**config.mk**
```make
export PLATFORM = sky130hd
export DESIGN_NAME = pulse_to_stroke_scaler
export DESIGN_NICKNAME = d
export VERILOG_FILES = /design/src/verilog/stroke_scaler_pkg.sv /design/src/verilog/pulse_to_stroke_scaler.sv
export SDC_FILE = /design/constraint.sdc
export NUM_CORES = 1
export LEC_CHECK = 0
export BUFFER_PORTS_ARGS = -buffer_cell sky130_fd_sc_hd__buf_2
export CORE_MARGIN = 8
export CORE_UTILIZATION = 39
export CTS_CLUSTER_DIAMETER = 150
export DETAILED_ROUTE_END_ITERATION = 12
export SKIP_LAST_GASP = 1
export SLEW_MARGIN = 20
export SYNTH_ARGS = -nofsm -noshare
export SYNTH_HDL_FRONTEND = slang
export SYNTH_SLANG_ARGS = --single-unit
```
**constraint.sdc**
```tcl
create_clock -name clk_in -period 63.4 [get_ports clk_in]
set_clock_uncertainty 0.15 [all_clocks]
set_input_delay 6.34 -clock clk_in [delete_from_list [all_inputs] [get_ports clk_in]]
set_output_delay 6.34 -clock clk_in [all_outputs]
set_load 0.05 [all_outputs]
```
**src/verilog/stroke_scaler_pkg.sv**
```systemverilog
// Package: register map, field positions, reset values and types.
`default_nettype none
package stroke_scaler_pkg;
  // Register byte offsets on the APB bus.
  localparam logic [7:0] OFF_CTRL   = 8'h00;
  localparam logic [7:0] OFF_FACTOR = 8'h04;
  localparam logic [7:0] OFF_BATCH  = 8'h08;
  localparam logic [7:0] OFF_QTY    = 8'h0C;
  localparam logic [7:0] OFF_VOL    = 8'h10;
  localparam logic [7:0] OFF_STAT   = 8'h14;
  localparam logic [7:0] OFF_IRQ    = 8'h18;
  localparam logic [7:0] OFF_MASK   = 8'h1C;
  // Control register field positions.
  localparam int CTRL_MODE_LO = 0;
  localparam int CTRL_MEM     = 2;
  localparam int CTRL_QTY     = 3;
  localparam int CTRL_START   = 4;
  localparam int CTRL_CAL     = 5;
  localparam int CTRL_FCLR    = 6;
  // Status register field positions.
  localparam int STAT_FAULT   = 16;
  localparam int STAT_CALV    = 17;
  localparam int STAT_DRIFT   = 18;
  localparam int STAT_CALPT   = 19;
  // Interrupt bit positions.
  localparam int IRQ_FAULT    = 0;
  localparam int IRQ_DRIFT    = 1;
  localparam int IRQ_DISCARD  = 2;
  localparam int IRQ_EMPTY    = 3;
  localparam int IRQ_W        = 4;
  // Factor in hundredths: 0.01 .. 99.99, reset value 1.00.
  localparam logic [13:0] FACTOR_MIN = 14'h0001;
  localparam logic [13:0] FACTOR_MAX = 14'h270F;
  localparam logic [13:0] FACTOR_RST = 14'h0064;
  localparam logic [13:0] FRAC_ONE   = 14'h0064;
  // Batch size and backlog limits.
  localparam logic [15:0] BATCH_RST  = 16'h0001;
  localparam logic [15:0] VOL_RST    = 16'h0001;
  localparam logic [16:0] BACKLOG_MAX = 17'h0_FFFF;
  // Calibration holds within this many stroke-length divisions.
  localparam logic [6:0] DRIFT_TOL  = 7'h0A;
  // Display flash half period.
  localparam int CLK_HZ       = 20_000_000;
  localparam int BLINK_MS     = 500;
  localparam int BLINK_CYCLES = CLK_HZ / 1000 * BLINK_MS;
  // Operating modes.
  typedef enum logic [1:0] {
    MODE_MANUAL, MODE_CONTACT, MODE_BATCH, MODE_OTHER
  } mode_t;
  // Control register contents.
  typedef struct packed {
    logic  qty_form;
    logic  mem_en;
    mode_t mode;
  } ctrl_t;
  // Indicator outputs grouped together.
  typedef struct packed {
    logic warn_lamp;
    logic disp_flash;
    logic calib_flash;
    logic mem_ind;
  } ind_t;
endpackage
`default_nettype wire
```
**src/verilog/pulse_to_stroke_scaler.sv**
```systemverilog
// Pulse to stroke scaler with APB registers, backlog and drift check.
//
// Behaviour
// - Contact mode: strokes equal factor times pulses.
// - Factor accepted from 0.01 to 99.99.
// - Integer factor N gives N strokes per pulse.
// - Reduction factor: one stroke per reciprocal pulses.
// - Fraction remainders accumulate into extra strokes.
// - Factor 0.75 gives 2,1,1 pulse pattern.
// - Leaving contact mode resets the factor.
// - Memory option stores up to 65535 strokes.
// - Backlog overflow enters the fault state.
// - Batch size integer from 1 to 65535.
// - Batch set as strokes or metering quantity.
// - Batch starts on command or trigger pulse.
// - Batch backlog capped by size or 65535.
// - Mode change clears the stroke backlog.
// - Calibration valid within 10 divisions.
// - Drift over 10 divisions lights warning indicators.
`timescale 1ns/1ps
`default_nettype none
module pulse_to_stroke_scaler
  import stroke_scaler_pkg::*;
#(
  parameter int BLINK_N = BLINK_CYCLES  // Flash half period in cycles.
) (
  input  wire logic        clk_in,
  input  wire logic        reset_in,
  input  wire logic        psel_in,
  input  wire logic        penable_in,
  input  wire logic        pwrite_in,
  input  wire logic [7:0]  paddr_in,
  input  wire logic [31:0] pwdata_in,
  output logic [31:0]      prdata_out,
  output logic             pready_out,
  output logic             pslverr_out,
  input  wire logic        trig_in,
  input  wire logic        stroke_done_in,
  input  wire logic [6:0]  stroke_len_in,
  output logic             stroke_req_out,
  output ind_t             ind_out,
  output logic             irq_out
);

  //////////////////////////////////////////////////////////////////////////
  // Bus decode.
  //////////////////////////////////////////////////////////////////////////
  // A write or read takes effect in the single access cycle.
  wire        wr_en   = psel_in & penable_in & pwrite_in;
  wire        rd_en   = psel_in & penable_in & ~pwrite_in;
  wire        sel_ctl = (paddr_in == OFF_CTRL);
  wire        sel_fac = (paddr_in == OFF_FACTOR);
  wire        sel_bat = (paddr_in == OFF_BATCH);
  wire        sel_qty = (paddr_in == OFF_QTY);
  wire        sel_vol = (paddr_in == OFF_VOL);
  wire        sel_sta = (paddr_in == OFF_STAT);
  wire        sel_irq = (paddr_in == OFF_IRQ);
  wire        sel_msk = (paddr_in == OFF_MASK);
  wire        mapped  = sel_ctl | sel_fac | sel_bat | sel_qty | sel_vol
                        | sel_sta | sel_irq | sel_msk;

  //////////////////////////////////////////////////////////////////////////
  // State.
  //////////////////////////////////////////////////////////////////////////
  ctrl_t               ctrl_r;        // Mode and option bits.
  logic [13:0]         factor_r;      // Contact factor in hundredths.
  logic [13:0]         frac_r;        // Carried fraction, hundredths.
  logic [15:0]         batch_r;       // Batch size in strokes.
  logic [15:0]         qty_r;         // Batch metering quantity.
  logic [15:0]         vol_r;         // Quantity per stroke.
  logic [15:0]         pend_r;        // Pending stroke backlog.
  logic                fault_r;       // Backlog overflow fault.
  logic                calv_r;        // Calibration taken.
  logic [6:0]          calpt_r;       // Stroke length at calibration.
  logic [IRQ_W-1:0]    irq_r;         // Sticky event bits.
  logic [IRQ_W-1:0]    mask_r;        // Interrupt enables.
  logic [2:0]          sync_r;        // Trigger synchroniser and edge.
  logic [31:0]         blink_cnt_r;   // Flash divider.
  logic                blink_r;       // Flash phase.
  logic [31:0]         prdata_r;      // Registered read data.
  logic                pslverr_r;     // Registered error answer.

  //////////////////////////////////////////////////////////////////////////
  // Trigger and commands.
  //////////////////////////////////////////////////////////////////////////
  // Only the second and third stages feed the edge detector.
  wire pulse = sync_r[1] & ~sync_r[2];
  wire ctl_wr    = wr_en & sel_ctl;
  wire start_cmd = ctl_wr & pwdata_in[CTRL_START];
  wire cal_cmd   = ctl_wr & pwdata_in[CTRL_CAL];
  wire fclr_cmd  = ctl_wr & pwdata_in[CTRL_FCLR];
  wire [1:0] new_mode = pwdata_in[CTRL_MODE_LO +: 2];
  wire mode_chg  = ctl_wr & (mode_t'(new_mode) != ctrl_r.mode);
  wire in_contact = (ctrl_r.mode == MODE_CONTACT);
  wire in_batch   = (ctrl_r.mode == MODE_BATCH);

  //////////////////////////////////////////////////////////////////////////
  // Contact scaling: whole strokes and carried remainder.
  //////////////////////////////////////////////////////////////////////////
  // The sum is at most 9999 + 99, so the whole part stays below 128.
  wire [14:0] acc   = {1'b0, frac_r} + {1'b0, factor_r};
  wire [14:0] whole = acc / {1'b0, FRAC_ONE};
  wire [14:0] rem   = acc % {1'b0, FRAC_ONE};

  //////////////////////////////////////////////////////////////////////////
  // Batch size in strokes, from count or quantity form.
  //////////////////////////////////////////////////////////////////////////
  // Quantity form rounds up so the batch never under-doses.
  wire [16:0] qty_up   = {1'b0, qty_r} + {1'b0, vol_r} - 17'h0_0001;
  wire [16:0] qty_strk = qty_up / {1'b0, vol_r};
  wire [15:0] bsize    = ctrl_r.qty_form ? qty_strk[15:0]
                                         : batch_r;

  //////////////////////////////////////////////////////////////////////////
  // Backlog arithmetic.
  //////////////////////////////////////////////////////////////////////////
  wire        dec      = stroke_done_in & (pend_r != 16'h0000);
  wire [15:0] base     = pend_r - {15'h0000, dec};
  wire        c_trig   = in_contact & pulse & ~fault_r;
  wire        b_trig   = in_batch & (pulse | start_cmd) & ~fault_r;
  wire [16:0] c_sum    = {1'b0, base} + {2'b00, whole};
  wire [16:0] b_sum    = {1'b0, base} + {1'b0, bsize};
  wire [16:0] add_sum  = c_trig ? c_sum : b_sum;
  wire        trig_any = c_trig | b_trig;
  wire        overflow = trig_any & ctrl_r.mem_en
                         & (add_sum > BACKLOG_MAX);
  // Without memory a busy contact pump drops the new strokes.
  wire        discard  = c_trig & ~ctrl_r.mem_en
                         & (pend_r != 16'h0000);
  logic [15:0] pend_nxt;

  // Next backlog value, capped as the option demands.
  always_comb begin
    pend_nxt = base;
    if (mode_chg) begin
      pend_nxt = 16'h0000;
    end else if (overflow) begin
      pend_nxt = BACKLOG_MAX[15:0];
    end else if (c_trig) begin
      if (ctrl_r.mem_en) begin
        pend_nxt = c_sum[15:0];
      end else if (!discard) begin
        pend_nxt = {1'b0, whole};
      end
    end else if (b_trig) begin
      if (ctrl_r.mem_en) begin
        pend_nxt = b_sum[15:0];
      end else if (b_sum > {1'b0, bsize}) begin
        pend_nxt = bsize;
      end else begin
        pend_nxt = b_sum[15:0];
      end
    end
  end

  //////////////////////////////////////////////////////////////////////////
  // Calibration drift.
  //////////////////////////////////////////////////////////////////////////
  wire [6:0] diff  = (stroke_len_in > calpt_r) ? stroke_len_in - calpt_r
                                               : calpt_r - stroke_len_in;
  wire       drift = calv_r & (diff > DRIFT_TOL);

  //////////////////////////////////////////////////////////////////////////
  // Events.
  //////////////////////////////////////////////////////////////////////////
  wire [IRQ_W-1:0] ev;
  assign ev[IRQ_FAULT]   = overflow;
  assign ev[IRQ_DRIFT]   = drift;
  assign ev[IRQ_DISCARD] = discard;
  assign ev[IRQ_EMPTY]   = dec & (pend_r == 16'h0001);
  wire [IRQ_W-1:0] w1c = (wr_en & sel_irq) ? pwdata_in[IRQ_W-1:0]
                                           : {IRQ_W{1'b0}};

  //////////////////////////////////////////////////////////////////////////
  // Register valid writes.
  //////////////////////////////////////////////////////////////////////////
  wire [13:0] fac_w  = pwdata_in[13:0];
  wire        fac_ok = (fac_w >= FACTOR_MIN) & (fac_w <= FACTOR_MAX)
                       & (pwdata_in[31:14] == 18'h0_0000);
  wire        bat_ok = (pwdata_in[15:0] != 16'h0000)
                       & (pwdata_in[31:16] == 16'h0000);
  wire        vol_ok = (pwdata_in[15:0] != 16'h0000);

  // Control, factor and configuration registers.
  always_ff @(posedge clk_in) begin
    if (reset_in) begin
      ctrl_r   <= '{qty_form: 1'b0, mem_en: 1'b0, mode: MODE_MANUAL};
      factor_r <= FACTOR_RST;
      batch_r  <= BATCH_RST;
      qty_r    <= BATCH_RST;
      vol_r    <= VOL_RST;
      mask_r   <= {IRQ_W{1'b0}};
    end else begin
      if (ctl_wr) begin
        ctrl_r.mode     <= mode_t'(new_mode);
        ctrl_r.mem_en   <= pwdata_in[CTRL_MEM];
        ctrl_r.qty_form <= pwdata_in[CTRL_QTY];
      end
      if (mode_chg) begin
        factor_r <= FACTOR_RST;
      end else if (wr_en & sel_fac & fac_ok) begin
        factor_r <= fac_w;
      end
      if (wr_en & sel_bat & bat_ok) begin
        batch_r <= pwdata_in[15:0];
      end
      if (wr_en & sel_qty) begin
        qty_r <= pwdata_in[15:0];
      end
      if (wr_en & sel_vol & vol_ok) begin
        vol_r <= pwdata_in[15:0];
      end
      if (wr_en & sel_msk) begin
        mask_r <= pwdata_in[IRQ_W-1:0];
      end
    end
  end

  // Backlog, remainder and fault state.
  always_ff @(posedge clk_in) begin
    if (reset_in) begin
      pend_r  <= 16'h0000;
      frac_r  <= 14'h0000;
      fault_r <= 1'b0;
    end else begin
      pend_r <= pend_nxt;
      if (mode_chg) begin
        frac_r <= 14'h0000;
      end else if (c_trig & ~discard) begin
        frac_r <= rem[13:0];
      end
      // A new overflow wins over a clear in the same cycle.
      if (overflow) begin
        fault_r <= 1'b1;
      end else if (fclr_cmd | mode_chg) begin
        fault_r <= 1'b0;
      end
    end
  end

  // Calibration point, trigger synchroniser and sticky events.
  always_ff @(posedge clk_in) begin
    if (reset_in) begin
      calv_r  <= 1'b0;
      calpt_r <= 7'h00;
      sync_r  <= 3'b000;
      irq_r   <= {IRQ_W{1'b0}};
    end else begin
      if (cal_cmd) begin
        calv_r  <= 1'b1;
        calpt_r <= stroke_len_in;
      end
      sync_r <= {sync_r[1:0], trig_in};
      irq_r  <= (irq_r & ~w1c) | ev;
    end
  end

  // Flash divider, free running.
  always_ff @(posedge clk_in) begin
    if (reset_in) begin
      blink_cnt_r <= 32'h0000_0000;
      blink_r     <= 1'b0;
    end else if (blink_cnt_r == 32'(BLINK_N - 1)) begin
      blink_cnt_r <= 32'h0000_0000;
      blink_r     <= ~blink_r;
    end else begin
      blink_cnt_r <= blink_cnt_r + 32'h0000_0001;
    end
  end

  //////////////////////////////////////////////////////////////////////////
  // Read path.
  //////////////////////////////////////////////////////////////////////////
  wire [31:0] stat_w = {6'h00, calpt_r, drift, calv_r, fault_r, pend_r};
  wire [31:0] rd_mux =
      sel_ctl ? {28'h000_0000, ctrl_r} :
      sel_fac ? {18'h0_0000, factor_r} :
      sel_bat ? {16'h0000, batch_r} :
      sel_qty ? {16'h0000, qty_r} :
      sel_vol ? {16'h0000, vol_r} :
      sel_sta ? stat_w :
      sel_irq ? {28'h000_0000, irq_r} :
      sel_msk ? {28'h000_0000, mask_r} : 32'h0000_0000;

  // Read data is captured in the setup cycle, so it is ready in access.
  always_ff @(posedge clk_in) begin
    if (reset_in) begin
      prdata_r  <= 32'h0000_0000;
      pslverr_r <= 1'b0;
    end else begin
      prdata_r  <= (psel_in & ~penable_in & ~pwrite_in) ? rd_mux
                                                         : 32'h0000_0000;
      pslverr_r <= psel_in & ~penable_in & ~mapped;
    end
  end

  assign prdata_out  = rd_en ? prdata_r : 32'h0000_0000;
  assign pready_out  = 1'b1;
  assign pslverr_out = psel_in & penable_in & pslverr_r;

  //////////////////////////////////////////////////////////////////////////
  // Outputs.
  //////////////////////////////////////////////////////////////////////////
  assign stroke_req_out      = (pend_r != 16'h0000) & ~fault_r;
  assign ind_out.warn_lamp   = drift;
  assign ind_out.disp_flash  = drift & blink_r;
  assign ind_out.calib_flash = drift & blink_r;
  assign ind_out.mem_ind     = ctrl_r.mem_en;
  assign irq_out             = |(irq_r & mask_r);

  //////////////////////////////////////////////////////////////////////////
  // Assertions.
  //////////////////////////////////////////////////////////////////////////
  property p_int_factor;
    @(posedge clk_in) disable iff (reset_in)
    (c_trig & (frac_r == 14'h0000) & (factor_r % FRAC_ONE == 14'h0000))
      |-> (whole == 15'(factor_r / FRAC_ONE));
  endproperty
  a_int_factor: assert property (p_int_factor)
    else $error("integer factor gives wrong stroke count");
  property p_frac_carry;
    @(posedge clk_in) disable iff (reset_in)
    (c_trig & ~discard & ~mode_chg) |=> (frac_r ==
      14'((15'($past(frac_r)) + 15'($past(factor_r))) % 15'd100));
  endproperty
  a_frac_carry: assert property (p_frac_carry)
    else $error("fraction remainder not carried");
  property p_factor_range;
    @(posedge clk_in) disable iff (reset_in)
    (factor_r >= FACTOR_MIN) && (factor_r <= FACTOR_MAX);
  endproperty
  a_factor_range: assert property (p_factor_range)
    else $error("factor out of range");
  property p_mode_reset;
    @(posedge clk_in) disable iff (reset_in)
    mode_chg |=> (factor_r == FACTOR_RST) && (pend_r == 16'h0000);
  endproperty
  a_mode_reset: assert property (p_mode_reset)
    else $error("mode change kept factor or backlog");
  property p_backlog_clear;
    @(posedge clk_in) disable iff (reset_in)
    mode_chg |=> !stroke_req_out;
  endproperty
  a_backlog_clear: assert property (p_backlog_clear)
    else $error("backlog survived mode change");
  property p_fault_cause;
    @(posedge clk_in) disable iff (reset_in)
    $rose(fault_r) |-> $past(overflow);
  endproperty
  a_fault_cause: assert property (p_fault_cause)
    else $error("fault without overflow");
  property p_req_level;
    @(posedge clk_in) disable iff (reset_in)
    ((pend_r == 16'h0000) && !trig_any) |=> !stroke_req_out;
  endproperty
  a_req_level: assert property (p_req_level)
    else $error("stroke request without backlog");
  property p_drift_lamp;
    @(posedge clk_in) disable iff (reset_in)
    (calv_r && (diff > 7'h0A)) |-> ind_out.warn_lamp;
  endproperty
  a_drift_lamp: assert property (p_drift_lamp)
    else $error("drift lamp dark beyond tolerance");
  property p_edge_once;
    @(posedge clk_in) disable iff (reset_in)
    $rose(trig_in) |-> ##2 pulse ##1 !pulse;
  endproperty
  a_edge_once: assert property (p_edge_once)
    else $error("trigger edge not counted once");
  property p_batch_cap;
    @(posedge clk_in) disable iff (reset_in)
    (in_batch && !ctrl_r.mem_en && b_trig) |=> (pend_r <= $past(bsize));
  endproperty
  a_batch_cap: assert property (p_batch_cap)
    else $error("batch backlog above batch size");
  property p_discard_hold;
    @(posedge clk_in) disable iff (reset_in)
    (discard && !dec && !mode_chg) |=> $stable(pend_r);
  endproperty
  a_discard_hold: assert property (p_discard_hold)
    else $error("busy contact pulse changed backlog");
  property p_dec_one;
    @(posedge clk_in) disable iff (reset_in)
    (dec && !trig_any && !mode_chg) |=> pend_r == $past(pend_r) - 16'h0001;
  endproperty
  a_dec_one: assert property (p_dec_one)
    else $error("executed stroke not counted off");
  c_contact: cover property (@(posedge clk_in) c_trig ##[1:20] c_trig);
  c_batch:   cover property (@(posedge clk_in) b_trig ##[1:50] ev[IRQ_EMPTY]);
  c_fault:   cover property (@(posedge clk_in) overflow);
  c_drift:   cover property (@(posedge clk_in) $rose(drift));

endmodule // pulse_to_stroke_scaler
`default_nettype wire

```
==> impl_summary.txt <==
----------------------------------------------------
[Routing]
  Count of nets left with antenna violations after detail routing ... 0
  Initial detailed-routing violation count ... around 1600
  Number of vias per cell after detailed routing ... 5.932
  DRC ... 0
  Length of the first detailed-routing pass in iterations ... 6
  Number of vias in the routed layout ... 20039
  Avg WL per Cell ... 19.21 µm
  Aggregate routed wire length ... 64.89 mm

[Clock network]
  Clock sink count ... 176
  Clock Root Buffer ... clkbuf_16
  Clock latency reported for the late side of the worst-skew pair ... 0.46 ns
  Resized cells post-CTS ... 0
  Number of hold buffers added after cts ... 0
  TritonCTS clock tree ... yes
  Clock transition time at the flip-flop clock pins of the worst setup and hold paths ... 0.08 ns
  Number of H-tree levels ... 4
  Number of buffers between clock root and the deepest sink ... 2
  Total clock buffers created by CTS ... 17
  Setup fix buffers added after clock tree synthesis ... 0

[Critical path]
  Critical Path Slowest Stage Cell ... inv_1
  Top fanout value on the critical path ... 24
  Type of the setup path with the least slack ... register to register
  Setup slack of the most critical reg-to-reg path ... 15.46 ns
  Worst stage delay on the critical path ... 0.64 ns
  Crit Reg-Reg Startpoint ... vol_r[1]
  WP data arrival ... 48.13 ns
  Capture point of the worst reg-to-reg path ... pend_r[14]
  Worst path required time ... 63.59 ns
  CP endpoint kind ... register
  Most prevalent standard cell on the critical path ... o21a_1
  R2R depth ... 249
  Critical path startpoint category ... register

[Yosys]
  Netlist area before placement ... 0.02000 mm²
  Post-Synthesis Mean Instance Area ... 7.536 µm²
  Flip-flop and latch count after synthesis ... ~180
  Number of warnings reported in the yosys synthesis log ... 0
  Count of mapped cells out of synthesis ... 2654
  Sequential element share of the synthesized area ... 0.1762
  Share of async-settable or async-resettable flops after synthesis ... 0
  Commonest register cell after synthesis ... dfxtp_1
  Post-synth cell types ... 100
  Count of flip-flops with a built-in enable after synthesis ... 0

[GRT]
  Remaining Overflow, GRT ... 0
  Wire length of the first global-routing pass ... 101.9 mm
  Number of antenna violations at the first check in global routing ... 1
  Number of global-route vias before repair ... 18620
  Total routing usage reported by global routing ... 0.2108
  Largest net degree at the start of global routing ... 62

[Final layout]
  Most frequent standard cell in the layout excluding fill and tap cells ... ha_1
  Layout cells sized above 1 ... 0.09414
  Count of inserted antenna diode cells ... 0
  Post-layout nets ... 3000
  Fill cell total of the finished layout ... 5111
  Layout overhead on the synthesized area ... 8.595%
  Top library cells by usage in the layout, fill and taps aside ... ha_1 (255), nor2_1 (249), nand2_1 (247)
  Final core occ ... 0.4260

[Floorplanning]
  Effective utilization at floorplan ... 0.3923
  Die Outline Area ... 0.05879 mm²
  Width of the die ... 242.5 µm
  Die Span Y ... approximately 240 µm
  Number of top-level pins ... 94
  Core ar. ... approximately 0.051 mm²
  FP Rows ... 83

[Timing]
  Transition time of the tightest slew-check pin ... 1.107 ns
  Setup repair after global routing missed its margin ... false
  Count of final max-slew check failures ... 0
  TNS Setup ... 0 ns
  Final critical delay including setup and external delays ... 47.94 ns
  Number of endpoints failing setup at the final stage ... 0
  Final worst slack ... between 15 and 20 ns
  Final Hold Violating Endpoints ... 0
  Fin crit share ... 0.7561
  Worst slew margin ... 0.2590
  Max Fclk ... 20.86 MHz

[Worst hold path]
  Hold Path Class ... register to register
  Launch instance of the worst min-delay path ... blink_cnt_r[0]
  End point of the worst hold path ... blink_cnt_r[0]
  Hold Crit Depth ... 1

[Place]
  Setup WS pre-CTS ... 15.97 ns
  Half-perimeter wire length after detailed placement ... 51.07 mm
  IO buf count ... 86
  Final weighted congestion in routability-driven placement ... 0.9019

[Run]
  Total of max-cap violations ... 0

[Run status]
  Status ... completed

----------------------------------------------------
## flip-flops by register name, indices dropped and copies added, names as in the netlist, 7 cells and up
| signal | count |
|---|---|
| prdata_r | 26 |
| factor_r | 14 |
| frac_r | 14 |
| blink_cnt_r | 32 |
| pend_r | 16 |
| qty_r | 16 |
| calpt_r | 7 |
| batch_r | 16 |
| vol_r | 16 |
## worst max-delay path: cells and delay by family (launching register included)
family | cells | cell delay [ns]
simple gates | 58 | 6.96
flops | 1 | 0.35
compound gates | 155 | 29.86
mux | 4 | 1.43
buf+inv | 9 | 2.19
fa+ha+maj | 22 | 6.69
xor+xnor | 1 | 0.12
## cell usage after synthesis (all sizes together), types with 6 or more instances
library cell / instances / area, µm²
a211oi: 24 / 212.7
nor3b: 6 / 45.04
o2111ai: 11 / 102.6
a31oi: 20 / 137.6
or2: 17 / 108.9
o21bai: 29 / 217.7
nand3: 53 / 265.3
a221o: 7 / 70.07
mux2i: 59 / 603.1
nor4b: 8 / 82.58
and3: 28 / 175.2
nand2b: 34 / 212.7
o221ai: 7 / 61.31
nor3: 126 / 641.9
a21oi: 207 / 1051
clkbuf: 80 / 300.3
dfxtp: 176 / 3523
or3: 17 / 106.4
nand2: 248 / 933.4
ha: 255 / 3191
nor4: 28 / 181.4
xor2: 46 / 402.9
nand4: 31 / 193.9
xnor2: 92 / 820.8
o21a: 105 / 788.3
a21o: 57 / 427.9
nor2b: 41 / 256.5
o31ai: 36 / 290.3
a221oi: 8 / 76.32
mux2: 51 / 578.1
buf: 24 / 151.4
inv: 159 / 596.8
o211ai: 14 / 105.1
nor2: 250 / 938.4
fa: 6 / 120.1
a211o: 7 / 61.31
a22oi: 20 / 150.1
a222oi: 16 / 160.2
o22ai: 7 / 57.56
and2: 43 / 269.0
a22o: 6 / 52.55
o21ai: 127 / 658.1
## layer usage
layer  routed length, µm  vias to the layer above  GRT usage
met5                  17                        -          0
met2               28450                      758     0.3329
li1                    -                     9712          -
met3                4880                      115    0.03241
met4                1939                        2    0.06917
met1               29610                     9452     0.2900
## worst max-delay path by stage
stage	end	slack [ns]	startpoint
floorplan	pend_r[5]	18.91	vol_r[2]
global placement	pend_r[14]	17.63	vol_r[1]
detailed placement	pend_r[13]	15.97	vol_r[1]
CTS	pend_r[13]	15.81	vol_r[1]
global route	pend_r[11]	11.31	vol_r[1]
finish	pend_r[14]	15.46	vol_r[1]
## stage by stage
stage / cell area, µm² / hold WS [ns] / std cells
2_1_floorplan: 20020 / 0.2638 / 2659
3_3_place_gp: 21060 / 0.2784 / 3346
3_5_place_dp: 21060 / 0.3013 / 3346
4_1_cts: 21710 / 0.3141 / 3378
5_1_grt: 21720 / 0.3220 / 3378
6_report: 21720 / 0.3090 / 3378
## layout make-up
cell class / instances / area [µm²] / share of cell area
multi-input combinational: 2219 / 15470 / 0.7123
tap: 680 / 850.8 / 0.03917
clock buffer: 18 / 439.2 / 0.02022
inverter: 160 / 600.6 / 0.02765
timing repair buffer: 111 / 618.1 / 0.02846
sequential: 176 / 3523 / 0.1622
clock inverter: 14 / 216.5 / 0.009965
## cell families (layout without fill, tap and decap cells)
family,Yosys count,count (layout),synth area share
adders and majority gates,261,261,0.1655
muxes,110,110,0.05905
DFF,176,176,0.1762
buffers and inverters,264,303,0.05261
xor gates and xnor gates,138,138,0.06118
other,2,7,0.0003755
and+or+nand+nor,949,949,0.2283
AOI/OAI and AO/OA,754,754,0.2569
Power is not shown: default switching activity piles up to over one toggle a cycle in this logic, so the estimate is an artifact.
